### config.mk
export PLATFORM = sky130hd
export DESIGN_NAME = coax_command_and_parity_unit
export DESIGN_NICKNAME = d
export VERILOG_FILES = /design/src/hdl/coax_cmd_pkg.sv /design/src/hdl/coax_command_and_parity_unit.sv
export SDC_FILE = /design/constraint.sdc
export NUM_CORES = 1
export LEC_CHECK = 0
export ABC_CLOCK_PERIOD_IN_PS = 2750
export BUFFER_PORTS_ARGS = -buffer_cell sky130_fd_sc_hd__buf_2
export CORE_MARGIN = 4
export CORE_UTILIZATION = 35
export CTS_CLUSTER_SIZE = 28
export DETAILED_ROUTE_END_ITERATION = 10
export GPL_ROUTABILITY_DRIVEN = 0
export GPL_TIMING_DRIVEN = 1
export PLACE_DENSITY = 0.67
export SLEW_MARGIN = 10
export SYNTH_ARGS = -nofsm -noshare
export SYNTH_HDL_FRONTEND = slang
export SYNTH_SLANG_ARGS = --single-unit
export TNS_END_PERCENT = 5
### constraint.sdc
create_clock -name clk -period 2.75 [get_ports clk]
set_clock_uncertainty 0.1 [all_clocks]
set_input_delay 0.275 -clock clk [delete_from_list [all_inputs] [get_ports clk]]
set_output_delay 0.275 -clock clk [all_outputs]
set_load 0.01 [all_outputs]
### src/hdl/coax_cmd_pkg.sv
// constants and types for the coax command and parity unit
package coax_cmd_pkg;
  // clock and time base
  localparam int CLK_PERIOD_NS = 50;
  localparam int CLK_MHZ = 20;
  localparam int ALARM_MS = 160;
  localparam int ALARM_CYCLES = ALARM_MS * 1000 * CLK_MHZ;
  localparam int TX_BIT_NS = 1000;
  localparam int TX_BIT_CYCLES = TX_BIT_NS / CLK_PERIOD_NS;
  // register map, byte addresses
  localparam logic [7:0] ADDR_CMD = 8'h00;
  localparam logic [7:0] ADDR_STATUS = 8'h04;
  localparam logic [7:0] ADDR_CTRL = 8'h08;
  localparam logic [7:0] ADDR_STATE = 8'h0C;
  localparam logic [1:0] RESP_OKAY = 2'h0;
  localparam logic [1:0] RESP_SLVERR = 2'h2;
  // command register bit positions
  localparam int CMD_RESTORE = 0;
  localparam int CMD_UNLOCK = 1;
  localparam int CMD_ERASE = 2;
  localparam int CMD_PENDING = 3;
  localparam int CMD_DEVCHK = 4;
  localparam int CMD_WRITE = 5;
  localparam int CMD_READ = 6;
  localparam int CMD_BUSY = 7;
  localparam logic [7:0] CMD_RESET_VAL = 8'h00;
  // state register bit positions
  localparam int ST_XCHECK = 0;
  localparam int ST_ALARM = 1;
  localparam int ST_PARCHK = 2;
  localparam int ST_TXBUSY = 3;
  // received word layout, bit 1 of the line lands in bit 11
  localparam int WORD_BITS = 12;
  localparam logic [3:0] LAST_BIT_IDX = 4'd11;
  localparam logic [3:0] TX_LAST_IDX = 4'd12;
  localparam int RX_DATA_FLAG = 10;
  localparam int RX_DATA_HI = 9;
  localparam int RX_DATA_LO = 2;
  localparam int RX_CURSOR = 1;
  // control character opcodes, taken from bits 6..2
  localparam logic [4:0] OP_POLL = 5'h01;
  localparam logic [4:0] OP_READ_POLL = 5'h02;
  localparam logic [4:0] OP_READ = 5'h03;
  localparam logic [4:0] OP_WRITE = 5'h04;
  localparam logic [4:0] OP_RESET_XCHK = 5'h05;
  localparam logic [4:0] OP_ALARM = 5'h06;
  localparam logic [4:0] OP_RESTORE = 5'h07;
  localparam logic [4:0] OP_UNLOCK = 5'h08;
  localparam logic [4:0] OP_ERASE = 5'h09;
  localparam logic [4:0] OP_PENDING = 5'h0A;
  // buffer write side
  localparam logic [10:0] DMA_LAST = 11'd1919;
  localparam logic [1:0] BUF_WRITE_PHASE = 2'h3;
  localparam logic [7:0] NULL_CHAR = 8'h00;
  typedef enum logic [1:0] {TX_IDLE, TX_WAIT, TX_SEND} tx_state_t;
endpackage

### src/hdl/coax_command_and_parity_unit.sv
// coax command decode, write dma, parity and command register with axi4-lite access
// Function
// - write latch set: next 1920 data characters go to consecutive buffer addresses
// - every received character clears the receive shift register
// - data strobe synchronised to buffer phase, then times the buffer write
// - sound alarm gives one 160 ms pulse gating vertical count to speaker
// - reset transmit check or write command clears transmit check latch
// - transmit check latch set only by a received parity error
// - read poll sets the host busy latch, then sends status
// - any command register latch set raises the non-maskable interrupt
// - host busy bit holds off keyboard input processing
// - restore, unlock, erase unprotected, reset pending each set own latch
// - power-on reset clears all latches; processor runs only afterwards
// - top buffer address bit comes from processor-written option bit
// - buffer parity checking off after reset until command register cleared
// - receive parity set while empty, toggles per one, set means good
// - parity error blocks control decode; bad data stored as null
// - transmit parity cleared on load, toggles per one, sent as bit twelve
// - first and twelfth transmitted shift register bits are always ones
// - odd parity over line bits one to twelve, thirteen excluded
// - buffer write parity is odd over eight data bits, cursor excluded
// - command register: eight latches, host busy in bit 7, any raises interrupt
`timescale 1ns/1ps
`default_nettype none
module coax_command_and_parity_unit #(
  parameter int ALARM_LEN = coax_cmd_pkg::ALARM_CYCLES
) (
  input wire logic clk,
  input wire logic rst_n,
  input wire logic [7:0] s_axi_awaddr,
  input wire logic s_axi_awvalid,
  output logic s_axi_awready,
  input wire logic [31:0] s_axi_wdata,
  input wire logic [3:0] s_axi_wstrb,
  input wire logic s_axi_wvalid,
  output logic s_axi_wready,
  output logic [1:0] s_axi_bresp,
  output logic s_axi_bvalid,
  input wire logic s_axi_bready,
  input wire logic [7:0] s_axi_araddr,
  input wire logic s_axi_arvalid,
  output logic s_axi_arready,
  output logic [31:0] s_axi_rdata,
  output logic [1:0] s_axi_rresp,
  output logic s_axi_rvalid,
  input wire logic s_axi_rready,
  input wire logic rx_bit_strobe,
  input wire logic rx_bit,
  output logic tx_bit_strobe,
  output logic tx_bit,
  input wire logic [7:0] buf_rdata,
  input wire logic buf_par_err,
  output logic [11:0] buf_addr,
  output logic [9:0] buf_wdata,
  output logic buf_we,
  input wire logic vert_count_bit,
  output logic speaker,
  output logic nmi,
  output logic kbd_hold
);
  // register map decode, shared by read and write paths
  function automatic logic [4:0] reg_sel(input logic [7:0] a);
    reg_sel = {a == coax_cmd_pkg::ADDR_STATE, a == coax_cmd_pkg::ADDR_CTRL,
               a == coax_cmd_pkg::ADDR_STATUS, a == coax_cmd_pkg::ADDR_CMD, 1'b0};
    reg_sel[0] = ~|reg_sel[4:1];
  endfunction

  logic aw_got_reg, w_got_reg, awready_reg, wready_reg, bvalid_reg, arready_reg, rvalid_reg;
  logic [7:0] awaddr_reg, wdata_reg;
  logic wstrb0_reg;
  logic [1:0] bresp_reg, rresp_reg;
  logic [31:0] rdata_reg;
  logic [7:0] cmd_reg, status_reg;
  logic upper_half_reg, par_chk_en_reg, xcheck_reg;
  logic [11:0] rx_sr_reg;
  logic [3:0] rx_cnt_reg;
  logic rx_par_reg, skip13_reg, char_done_reg;
  coax_cmd_pkg::tx_state_t tx_state_reg;
  logic [11:0] tx_sr_reg;
  logic [3:0] tx_idx_reg;
  logic [4:0] tx_tmr_reg;
  logic xpar_reg, tx_strobe_reg, tx_bit_reg;
  logic wr_pend_reg, buf_we_reg;
  logic [8:0] wr_hold_reg;
  logic [10:0] dma_cnt_reg;
  logic [11:0] buf_addr_reg;
  logic [9:0] buf_wdata_reg;
  logic [1:0] phase_reg;
  logic [21:0] alarm_cnt_reg;
  logic speaker_reg, nmi_reg, kbd_hold_reg;

  // axi4-lite handshakes; address and data taken in either order
  wire aw_hs = s_axi_awvalid & awready_reg;
  wire w_hs = s_axi_wvalid & wready_reg;
  wire ar_hs = s_axi_arvalid & arready_reg;
  wire do_write = aw_got_reg & w_got_reg & ~bvalid_reg;
  wire aw_got_next = ~do_write & (aw_got_reg | aw_hs);
  wire w_got_next = ~do_write & (w_got_reg | w_hs);
  wire bvalid_next = do_write | (bvalid_reg & ~s_axi_bready);
  wire rvalid_next = ar_hs | (rvalid_reg & ~s_axi_rready);
  wire [4:0] wsel = reg_sel(awaddr_reg);
  wire [4:0] rsel = reg_sel(s_axi_araddr);
  wire wr_cmd = do_write & wsel[1] & wstrb0_reg;
  wire wr_status = do_write & wsel[2] & wstrb0_reg;
  wire wr_ctrl = do_write & wsel[3] & wstrb0_reg;
  wire [7:0] state_word = {4'h0, tx_state_reg != coax_cmd_pkg::TX_IDLE, par_chk_en_reg,
                           speaker_reg | (alarm_cnt_reg != 22'd0), xcheck_reg};
  wire [7:0] rd_mux = rsel[1] ? cmd_reg : rsel[2] ? status_reg :
                      rsel[3] ? {7'h00, upper_half_reg} : rsel[4] ? state_word : 8'h00;

  // bus slave channel state
  always_ff @(posedge clk or negedge rst_n)
  begin
    if (!rst_n)
    begin
      aw_got_reg <= 1'b0;
      w_got_reg <= 1'b0;
      awready_reg <= 1'b1;
      wready_reg <= 1'b1;
      bvalid_reg <= 1'b0;
      bresp_reg <= coax_cmd_pkg::RESP_OKAY;
      arready_reg <= 1'b1;
      rvalid_reg <= 1'b0;
      rresp_reg <= coax_cmd_pkg::RESP_OKAY;
      rdata_reg <= 32'h0000_0000;
      awaddr_reg <= 8'h00;
      wdata_reg <= 8'h00;
      wstrb0_reg <= 1'b0;
    end
    else
    begin
      aw_got_reg <= aw_got_next;
      w_got_reg <= w_got_next;
      awready_reg <= ~aw_got_next & ~bvalid_next;
      wready_reg <= ~w_got_next & ~bvalid_next;
      bvalid_reg <= bvalid_next;
      arready_reg <= ~rvalid_next;
      rvalid_reg <= rvalid_next;
      if (aw_hs)
        awaddr_reg <= s_axi_awaddr;
      if (w_hs)
      begin
        wdata_reg <= s_axi_wdata[7:0];
        wstrb0_reg <= s_axi_wstrb[0];
      end
      if (do_write)
        bresp_reg <= wsel[0] ? coax_cmd_pkg::RESP_SLVERR : coax_cmd_pkg::RESP_OKAY;
      if (ar_hs)
      begin
        rdata_reg <= {24'h00_0000, rd_mux};
        rresp_reg <= rsel[0] ? coax_cmd_pkg::RESP_SLVERR : coax_cmd_pkg::RESP_OKAY;
      end
    end
  end

  // receive word fields, valid while char_done_reg is high
  wire rx_take = rx_bit_strobe & ~skip13_reg & (tx_state_reg == coax_cmd_pkg::TX_IDLE);
  wire last_bit = rx_take & (rx_cnt_reg == coax_cmd_pkg::LAST_BIT_IDX);
  wire is_data = rx_sr_reg[coax_cmd_pkg::RX_DATA_FLAG];
  wire [4:0] opcode = rx_sr_reg[6:2];
  wire ctl_ok = char_done_reg & ~is_data & rx_par_reg;
  wire op_poll = ctl_ok & (opcode == coax_cmd_pkg::OP_POLL);
  wire op_rpoll = ctl_ok & (opcode == coax_cmd_pkg::OP_READ_POLL);
  wire op_read = ctl_ok & (opcode == coax_cmd_pkg::OP_READ);
  wire op_write = ctl_ok & (opcode == coax_cmd_pkg::OP_WRITE);
  wire op_rxchk = ctl_ok & (opcode == coax_cmd_pkg::OP_RESET_XCHK);
  wire op_alarm = ctl_ok & (opcode == coax_cmd_pkg::OP_ALARM);
  wire op_restore = ctl_ok & (opcode == coax_cmd_pkg::OP_RESTORE);
  wire op_unlock = ctl_ok & (opcode == coax_cmd_pkg::OP_UNLOCK);
  wire op_erase = ctl_ok & (opcode == coax_cmd_pkg::OP_ERASE);
  wire op_pending = ctl_ok & (opcode == coax_cmd_pkg::OP_PENDING);
  wire start_tx = op_poll | op_rpoll | op_read;
  wire data_in = char_done_reg & is_data & cmd_reg[coax_cmd_pkg::CMD_WRITE];
  wire buf_slot = wr_pend_reg & (phase_reg == coax_cmd_pkg::BUF_WRITE_PHASE);
  wire dma_done = buf_slot & (dma_cnt_reg == coax_cmd_pkg::DMA_LAST);
  // bad data character becomes a null
  wire [7:0] data_keep = rx_par_reg ? rx_sr_reg[coax_cmd_pkg::RX_DATA_HI:coax_cmd_pkg::RX_DATA_LO]
                                    : coax_cmd_pkg::NULL_CHAR;
  wire [8:0] data_word = {rx_par_reg & rx_sr_reg[coax_cmd_pkg::RX_CURSOR], data_keep};

  // deserialiser with receive parity
  always_ff @(posedge clk or negedge rst_n)
  begin
    if (!rst_n)
    begin
      rx_sr_reg <= 12'h000;
      rx_cnt_reg <= 4'h0;
      rx_par_reg <= 1'b1;
      skip13_reg <= 1'b0;
      char_done_reg <= 1'b0;
    end
    else
    begin
      char_done_reg <= last_bit;
      if (skip13_reg & rx_bit_strobe)
        skip13_reg <= 1'b0;
      else if (last_bit)
        skip13_reg <= 1'b1;
      if (char_done_reg)
      begin
        rx_sr_reg <= 12'h000;
        rx_cnt_reg <= 4'h0;
        rx_par_reg <= 1'b1;
      end
      else if (rx_take)
      begin
        rx_sr_reg <= {rx_sr_reg[10:0], rx_bit};
        rx_cnt_reg <= rx_cnt_reg + 4'd1;
        // toggle per one after the start bit
        if (rx_bit && rx_cnt_reg != 4'h0)
          rx_par_reg <= ~rx_par_reg;
      end
    end
  end

  // command register, check latches and parity check enable
  wire [7:0] cmd_set;
  wire [7:0] cmd_clr = wr_cmd ? wdata_reg : 8'h00;
  assign cmd_set[coax_cmd_pkg::CMD_RESTORE] = op_restore;
  assign cmd_set[coax_cmd_pkg::CMD_UNLOCK] = op_unlock;
  assign cmd_set[coax_cmd_pkg::CMD_ERASE] = op_erase;
  assign cmd_set[coax_cmd_pkg::CMD_PENDING] = op_pending;
  assign cmd_set[coax_cmd_pkg::CMD_DEVCHK] = buf_par_err & par_chk_en_reg;
  assign cmd_set[coax_cmd_pkg::CMD_WRITE] = op_write;
  assign cmd_set[coax_cmd_pkg::CMD_READ] = op_read;
  assign cmd_set[coax_cmd_pkg::CMD_BUSY] = op_rpoll;
  // write latch drops after last store
  wire [7:0] cmd_hw_clr = {2'b00, dma_done, 5'h00};
  // set beats any clear in the same cycle
  wire [7:0] cmd_next = cmd_set | (cmd_reg & ~cmd_clr & ~cmd_hw_clr);
  wire rx_par_err = char_done_reg & ~rx_par_reg;

  // every latch takes its constant under reset
  always_ff @(posedge clk or negedge rst_n)
  begin
    if (!rst_n)
    begin
      cmd_reg <= coax_cmd_pkg::CMD_RESET_VAL;
      status_reg <= 8'h00;
      upper_half_reg <= 1'b0;
      par_chk_en_reg <= 1'b0;
      xcheck_reg <= 1'b0;
      nmi_reg <= 1'b0;
      kbd_hold_reg <= 1'b0;
    end
    else
    begin
      cmd_reg <= cmd_next;
      if (wr_status)
        status_reg <= wdata_reg;
      if (wr_ctrl)
        upper_half_reg <= wdata_reg[0];
      if (wr_cmd)
        par_chk_en_reg <= 1'b1;
      if (rx_par_err)
        xcheck_reg <= 1'b1;
      else if (op_rxchk | op_write)
        xcheck_reg <= 1'b0;
      nmi_reg <= |cmd_next;
      kbd_hold_reg <= cmd_next[coax_cmd_pkg::CMD_BUSY];
    end
  end

  // odd parity over eight data bits
  wire buf_par = ~^wr_hold_reg[7:0];

  // write dma aligned to the buffer cycle phase
  always_ff @(posedge clk or negedge rst_n)
  begin
    if (!rst_n)
    begin
      phase_reg <= 2'h0;
      wr_pend_reg <= 1'b0;
      wr_hold_reg <= 9'h000;
      dma_cnt_reg <= 11'h000;
      buf_we_reg <= 1'b0;
      buf_addr_reg <= 12'h000;
      buf_wdata_reg <= 10'h000;
    end
    else
    begin
      phase_reg <= phase_reg + 2'h1;
      buf_we_reg <= buf_slot;
      if (op_write)
        dma_cnt_reg <= 11'h000;
      else if (buf_slot)
        dma_cnt_reg <= dma_cnt_reg + 11'd1;
      // strobe caught, written at the buffer phase
      if (data_in)
      begin
        wr_pend_reg <= 1'b1;
        wr_hold_reg <= data_word;
      end
      else if (buf_slot)
        wr_pend_reg <= 1'b0;
      // consecutive addresses top bit from option
      if (buf_slot)
      begin
        buf_addr_reg <= {upper_half_reg, dma_cnt_reg};
        buf_wdata_reg <= {wr_hold_reg[8], buf_par, wr_hold_reg[7:0]};
      end
    end
  end

  // single alarm pulse gating vertical count
  always_ff @(posedge clk or negedge rst_n)
  begin
    if (!rst_n)
    begin
      alarm_cnt_reg <= 22'h00_0000;
      speaker_reg <= 1'b0;
    end
    else
    begin
      if (op_alarm)
        alarm_cnt_reg <= 22'(ALARM_LEN);
      else if (alarm_cnt_reg != 22'h00_0000)
        alarm_cnt_reg <= alarm_cnt_reg - 22'd1;
      speaker_reg <= (alarm_cnt_reg != 22'h00_0000) & vert_count_bit;
    end
  end

  // serialiser: twelve shift register bits plus a zero thirteenth bit
  wire tx_tick = (tx_tmr_reg == 5'h00);
  wire tx_out_bit = tx_sr_reg[11];
  wire [7:0] tx_src = op_read ? buf_rdata : status_reg;
  always_ff @(posedge clk or negedge rst_n)
  begin
    if (!rst_n)
    begin
      tx_state_reg <= coax_cmd_pkg::TX_IDLE;
      tx_sr_reg <= 12'h000;
      tx_idx_reg <= 4'h0;
      tx_tmr_reg <= 5'h00;
      xpar_reg <= 1'b0;
      tx_strobe_reg <= 1'b0;
      tx_bit_reg <= 1'b0;
    end
    else
    begin
      tx_strobe_reg <= 1'b0;
      unique case (tx_state_reg)
        coax_cmd_pkg::TX_IDLE:
        begin
          if (start_tx)
          begin
            // first and twelfth bits are ones cleared on load
            tx_sr_reg <= {1'b1, 1'b0, tx_src, 1'b0, 1'b1};
            xpar_reg <= 1'b0;
            tx_idx_reg <= 4'h0;
            tx_tmr_reg <= 5'(coax_cmd_pkg::TX_BIT_CYCLES - 1);
            tx_state_reg <= coax_cmd_pkg::TX_WAIT;
          end
        end
        coax_cmd_pkg::TX_WAIT:
        begin
          tx_tmr_reg <= tx_tmr_reg - 5'h01;
          if (tx_tick)
            tx_state_reg <= coax_cmd_pkg::TX_SEND;
        end
        coax_cmd_pkg::TX_SEND:
        begin
          tx_strobe_reg <= 1'b1;
          tx_sr_reg <= {tx_sr_reg[10:0], 1'b0};
          tx_idx_reg <= tx_idx_reg + 4'h1;
          tx_tmr_reg <= 5'(coax_cmd_pkg::TX_BIT_CYCLES - 1);
          tx_state_reg <= coax_cmd_pkg::TX_WAIT;
          if (tx_idx_reg < coax_cmd_pkg::LAST_BIT_IDX)
          begin
            tx_bit_reg <= tx_out_bit;
            xpar_reg <= xpar_reg ^ tx_out_bit;
          end
          // parity flop goes out as bit twelve
          else if (tx_idx_reg == coax_cmd_pkg::LAST_BIT_IDX)
          begin
            tx_bit_reg <= xpar_reg ^ tx_out_bit;
            xpar_reg <= xpar_reg ^ tx_out_bit;
          end
          else
          begin
            tx_bit_reg <= 1'b0;
            tx_state_reg <= coax_cmd_pkg::TX_IDLE;
          end
        end
        default:
          tx_state_reg <= coax_cmd_pkg::TX_IDLE;
      endcase
    end
  end

  assign s_axi_awready = awready_reg;
  assign s_axi_wready = wready_reg;
  assign s_axi_bvalid = bvalid_reg;
  assign s_axi_bresp = bresp_reg;
  assign s_axi_arready = arready_reg;
  assign s_axi_rvalid = rvalid_reg;
  assign s_axi_rdata = rdata_reg;
  assign s_axi_rresp = rresp_reg;
  assign tx_bit_strobe = tx_strobe_reg;
  assign tx_bit = tx_bit_reg;
  assign buf_addr = buf_addr_reg;
  assign buf_wdata = buf_wdata_reg;
  assign buf_we = buf_we_reg;
  assign speaker = speaker_reg;
  assign nmi = nmi_reg;
  assign kbd_hold = kbd_hold_reg;
endmodule
`default_nettype wire

After elaboration in Yosys (flattened, before gate mapping)
Cells that the tools add are included.
{"block": "classes", "n_lt_le_gt_ge": 1, "n_mux": 44, "reduce_logical": 26, "n_eq_ne": 25, "bitwise_logic": 66, "addsub": 6}
{"cell": "two-way mux 11 bit", "n": 4}
{"cell": "two-way mux 22 bit", "n": 2}
{"cell": "bitwise AND 1 bit", "n": 41}
{"cell": "two-way mux 8 bit", "n": 5}
{"cell": "equality test 8 x 4 -> 1 bit, second input constant", "n": 4}
{"cell": "one-hot mux 12 bit (2 select lines)", "n": 1}
{"cell": "nonzero test 22 bit", "n": 1}
{"cell": "subtractor 22 x 1 -> 22 bit, second input constant", "n": 1}
{"cell": "equality test 5 x 3 -> 1 bit, second input constant", "n": 4}
{"cell": "two-way mux 4 bit", "n": 5}
{"cell": "nonzero test 2 bit", "n": 9}
{"cell": "two-way mux 1 bit", "n": 17}
{"cell": "bitwise AND 8 bit", "n": 2}
{"cell": "equality test 8 x 3 -> 1 bit, second input constant", "n": 2}
{"cell": "zero test 8 bit", "n": 2}
{"cell": "equality test 5 x 4 -> 1 bit, second input constant", "n": 3}
{"cell": "one-hot mux 5 bit (3 select lines)", "n": 1}
{"cell": "two-way mux 12 bit", "n": 1}
{"cell": "adder 11 x 1 -> 11 bit, second input constant", "n": 1}
{"cell": "equality test 11 bit, second input constant", "n": 1}
{"cell": "inverter 1 bit", "n": 11}
{"cell": "equality test 5 x 2 -> 1 bit, second input constant", "n": 2}
{"cell": "adder 4 x 1 -> 4 bit, second input constant", "n": 2}
{"cell": "equality test 4 bit, second input constant", "n": 2}
{"cell": "other kinds (28)", "n": 44}
{"block": "totals", "register_bits": 170, "word_cells": 209}

Logic depth before layout (Yosys ltp)
{"block": "depth", "ltp_word": 10, "depth_mapped": 8, "mapped_depth_nobuf": 7}

Least setup slack after synthesis
No wires, ideal clock.
{"block": "synth_path", "path_type": "register -> register", "start": "register awaddr_reg[5]", "end": "register nmi_reg (netlist: nmi)", "period_less_slack_ps": 2558, "setup_slack_ps": 192, "t_required_ps": 2511, "stages_incl_launch_ff": 6, "arrival_time_ps": 2319, "setup_ps": 139, "n_path_buf": 0, "cell_sequence": "dfrtp_1 -> or4_4 -> nor4_4 -> a21boi_1 -> or4_1 -> or4_1"}
{"block": "synth_via", "elab_chain_len": 9}
{"item": "from (decl)", "line_no": "coax_command_and_parity_unit.sv:69", "source": "logic [7:0] awaddr_reg, wdata_reg;"}
{"item": "from (signal assigned)", "line_no": "coax_command_and_parity_unit.sv:140", "source": "awaddr_reg <= s_axi_awaddr;"}
{"item": "zero test 8 bit", "line_no": "coax_command_and_parity_unit.sv:64", "source": "a == coax_cmd_pkg::ADDR_STATUS, a == coax_cmd_pkg::ADDR_CMD, 1'b0};"}
{"item": "bitwise AND 1 bit (2 in series)", "line_no": "coax_command_and_parity_unit.sv:103", "source": "wire wr_cmd = do_write & wsel[1] & wstrb0_reg;"}
{"item": "two-way mux 8 bit", "line_no": "coax_command_and_parity_unit.sv:218", "source": "wire [7:0] cmd_clr = wr_cmd ? wdata_reg : 8'h00;"}
{"item": "inverter 8 bit", "line_no": "coax_command_and_parity_unit.sv:230", "source": "wire [7:0] cmd_next = cmd_set | (cmd_reg & ~cmd_clr & ~cmd_hw_clr);"}
{"item": "bitwise AND 8 bit (2 in series)", "line_no": "coax_command_and_parity_unit.sv:230"}
{"item": "OR 8 bit", "line_no": "coax_command_and_parity_unit.sv:230"}
{"item": "OR reduction 8 bit", "line_no": "coax_command_and_parity_unit.sv:259", "source": "nmi_reg <= |cmd_next;"}
{"item": "to (signal assigned)", "line_no": "coax_command_and_parity_unit.sv:259"}
{"item": "to (decl)", "line_no": "coax_command_and_parity_unit.sv:90", "source": "logic speaker_reg, nmi_reg, kbd_hold_reg;"}
Every way passes these cells.
A chain may end at the register's enable or synchronous reset.

Worst setup path after layout
Same ends and word-level chain as after synthesis.

==> flow_metrics.tcl <==
set metrics [dict create \
    crit_chain "or4_4 > nor4_4 > a21boi_1 > or4_1 > or4_1" \
    hold_buffers 18 \
    fin_area_sq_um 9190 \
    nets 959 \
    htree_levels 4 \
    worstRegToRegCells 5 \
    slew_headroom_pct 54.0 \
    final_common_cell "dfrtp_1" \
    antenna_found_initial 0 \
    wl_met1_microns 8300 \
    diodes 0 \
    synth.largest_area_cell "dfrtp_1" \
    vias 5667 \
    dr.pass1.iters 5 \
    netlist_instances 766 \
    crit_top_cell "or4_1" \
    cts_root_buf "clkbuf_16" \
    place_hpwl_microns 12400 \
    boundaryPins 140 \
    crit_slowest_cell "or4_4" \
    port_buffers 86 \
    leakage_nw 4.47 \
    ant_nets 0 \
    ys_types 66 \
    wl_microns 17400 \
    whs_path_depth 3 \
    die_h_microns 156 \
    rsz0062_at_grt "false" \
    synthTopCellsByArea "dfrtp_1 53%, nand2_1 7.4%, mux2_2 3.7%, nor2_1 2.7%, buf_4 2.5%" \
    fmax_mhz 382 \
    drc 0 \
    yosysSeqAreaShare_pct 54.4 \
    die_w_microns 156 \
    drv_cap 0 \
    clkLatencyLatePin_ns 0.43 \
    dieArea_sq_um 24400 \
    required_ns 2.95 \
    synth-seq-cells 167 \
    gr-total-overflow 0 \
    power_density_nw_per_um2 838 \
    synth_ff_type "dfrtp_1" \
    hold_class "input pin to flip-flop" \
    design.core.area_sq_um 21300 \
    worstPathMaxFanout 5 \
    met2_length_microns 8100 \
    syn-mean-instance-area_sq_um 10.0 \
    worstSetupPathType "flip-flop to flip-flop" \
    grt_max_degree 71 \
    maxSlewViolCount 0 \
    clockBufferDepth 2 \
    hold_viol_final 0 \
    grt.total_usage_pct 14.5 \
    grt_pass1_wl_microns 28700 \
    highest_layer "met4" \
    vdd_drop_max_mv 0.532 \
    via_per_inst 4.86 \
    start_util_pct 36.1 \
    largest_register_ffs 22 \
    wl_per_cell_microns 14.9 \
    status "finished clean" \
    met3RoutedLength_microns 820 \
    synth_warnings 0 \
    cts_tree "yes" \
    post_cts_buffers 0 \
    setup_viol 0 \
    timing.final.crit_share_pct 95.3 \
    place_area_sq_um 8420 \
    grt_pass1_vias 5653 \
    end_kind "flip-flop" \
    async_flop_share_pct 100 \
    area_growth_pct 19.5 \
    drive_gt1_share_pct 20.1 \
    synth_area_sq_um 7690 \
    fin_tns_setup_ns 0 \
    netlist.area_leader.share_pct 53.1 \
    arrival_ns 2.82 \
    drt_iter0_drc 325 \
    rows 53 \
    path_clk_slew_ns 0.07 \
    synth_edf_count 0 \
    max_stage_delay_ns 0.55 \
    numCtsBuffers 17 \
    final_cell_mix "163 x dfrtp_1, 152 x nand2_1, 85 x buf_2" \
    tightest_slew_ns 0.691 \
    cts.sinks 167 \
    cts_resized 0 \
    fin_crit_ns 2.62 \
    cp-start-kind "flip-flop" \
]
-- worst max-delay path: cells and delay by family (launching register included) --
kind / cells / cell delay, ns
flip-flops: 1 / 0.37
AND/OR/NAND/NOR: 4 / 1.88
AO/OA/AOI/OAI: 1 / 0.14
-- final timing paths --
path / slack [ns] / startpoint / endpoint
min in group asynchronous: 0.32 / rst_n / awaddr_reg[4]
max: 0.13 / awaddr_reg[5] / nmi
min reg2reg: 0.33 / phase_reg[0] / phase_reg[0]
max reg2reg: 0.13 / awaddr_reg[5] / nmi
min: 0.006 / s_axi_bready / s_axi_awready
max in group asynchronous: 1.49 / rst_n / char_done_reg
-- stage by stage --
stage                     utilization (%)  power (W)  setup slack, ns  instances  hold WS [ns]
final                                43.2    0.00769            0.129       1167       0.00575
after global routing                 43.2    0.00819           0.0191       1167       0.00658
after CTS                            43.1    0.00776            0.106       1166      0.000116
after detailed placement             39.6    0.00539            0.113       1116         0.239
after global placement               39.6    0.00532            0.149       1116         0.238
after floorplan                         -    0.00485            0.192        791        -0.121
-- cell type report --
cell class / count / area (sq um)
Fill cell: 2034 / 12100
Tap cell: 275 / 344
Timing Repair Buffer: 121 / 772
Inverter: 37 / 139
Sequential cell: 167 / 4180
Clock inverter: 13 / 121
Clock buffer: 19 / 453
Multi-Input combinational cell: 535 / 3170
-- synth_stat cells, types with 5 or more instances --
cell / number
dfrtp_1: 163
nand2_1: 152
nor2_1: 56
inv_1: 37
o21ai_0: 33
a21oi_1: 32
buf_4: 26
clkbuf_1: 25
mux2_2: 25
xor2_1: 19
xnor2_1: 18
nor3_1: 16
mux2i_1: 12
nand3_1: 12
a21o_1: 9
ha_1: 9
nor4_1: 9
a221oi_1: 8
nand4_1: 8
a22o_1: 5
and2_1: 5
nor2b_1: 5
or2_2: 5
or3_1: 5
-- cells by family (layout without fill, tap and decap cells) --
kind of cell | after synthesis | in the layout | synth area share [%]
and+or+nand+nor | 303 | 303 | 18.3
DFF | 167 | 167 | 54.4
AOI/OAI and AO/OA | 121 | 121 | 10.3
buffers and inverters | 89 | 190 | 5.61
muxes | 39 | 39 | 5.66
xor gates and xnor gates | 37 | 37 | 4.21
adders and majority gates | 9 | 9 | 1.46
other | 1 | 26 | 0.0488
-- report_power, final --
group	total, W	switching [W]	leakage, nW	internal [W]
combinational	0.00167	0.000853	2.04	0.000812
sequential	0.00370	0.000612	2.16	0.00309
clock	0.00232	0.00102	0.268	0.00130
-- layer usage --
layer	global-route usage, %	vias to the layer above
met5	0	-
met4	3.43	0
met3	3.57	9
met2	22.5	118
met1	20.6	2757
li1	-	2783
(Power assumes the default switching activity.)
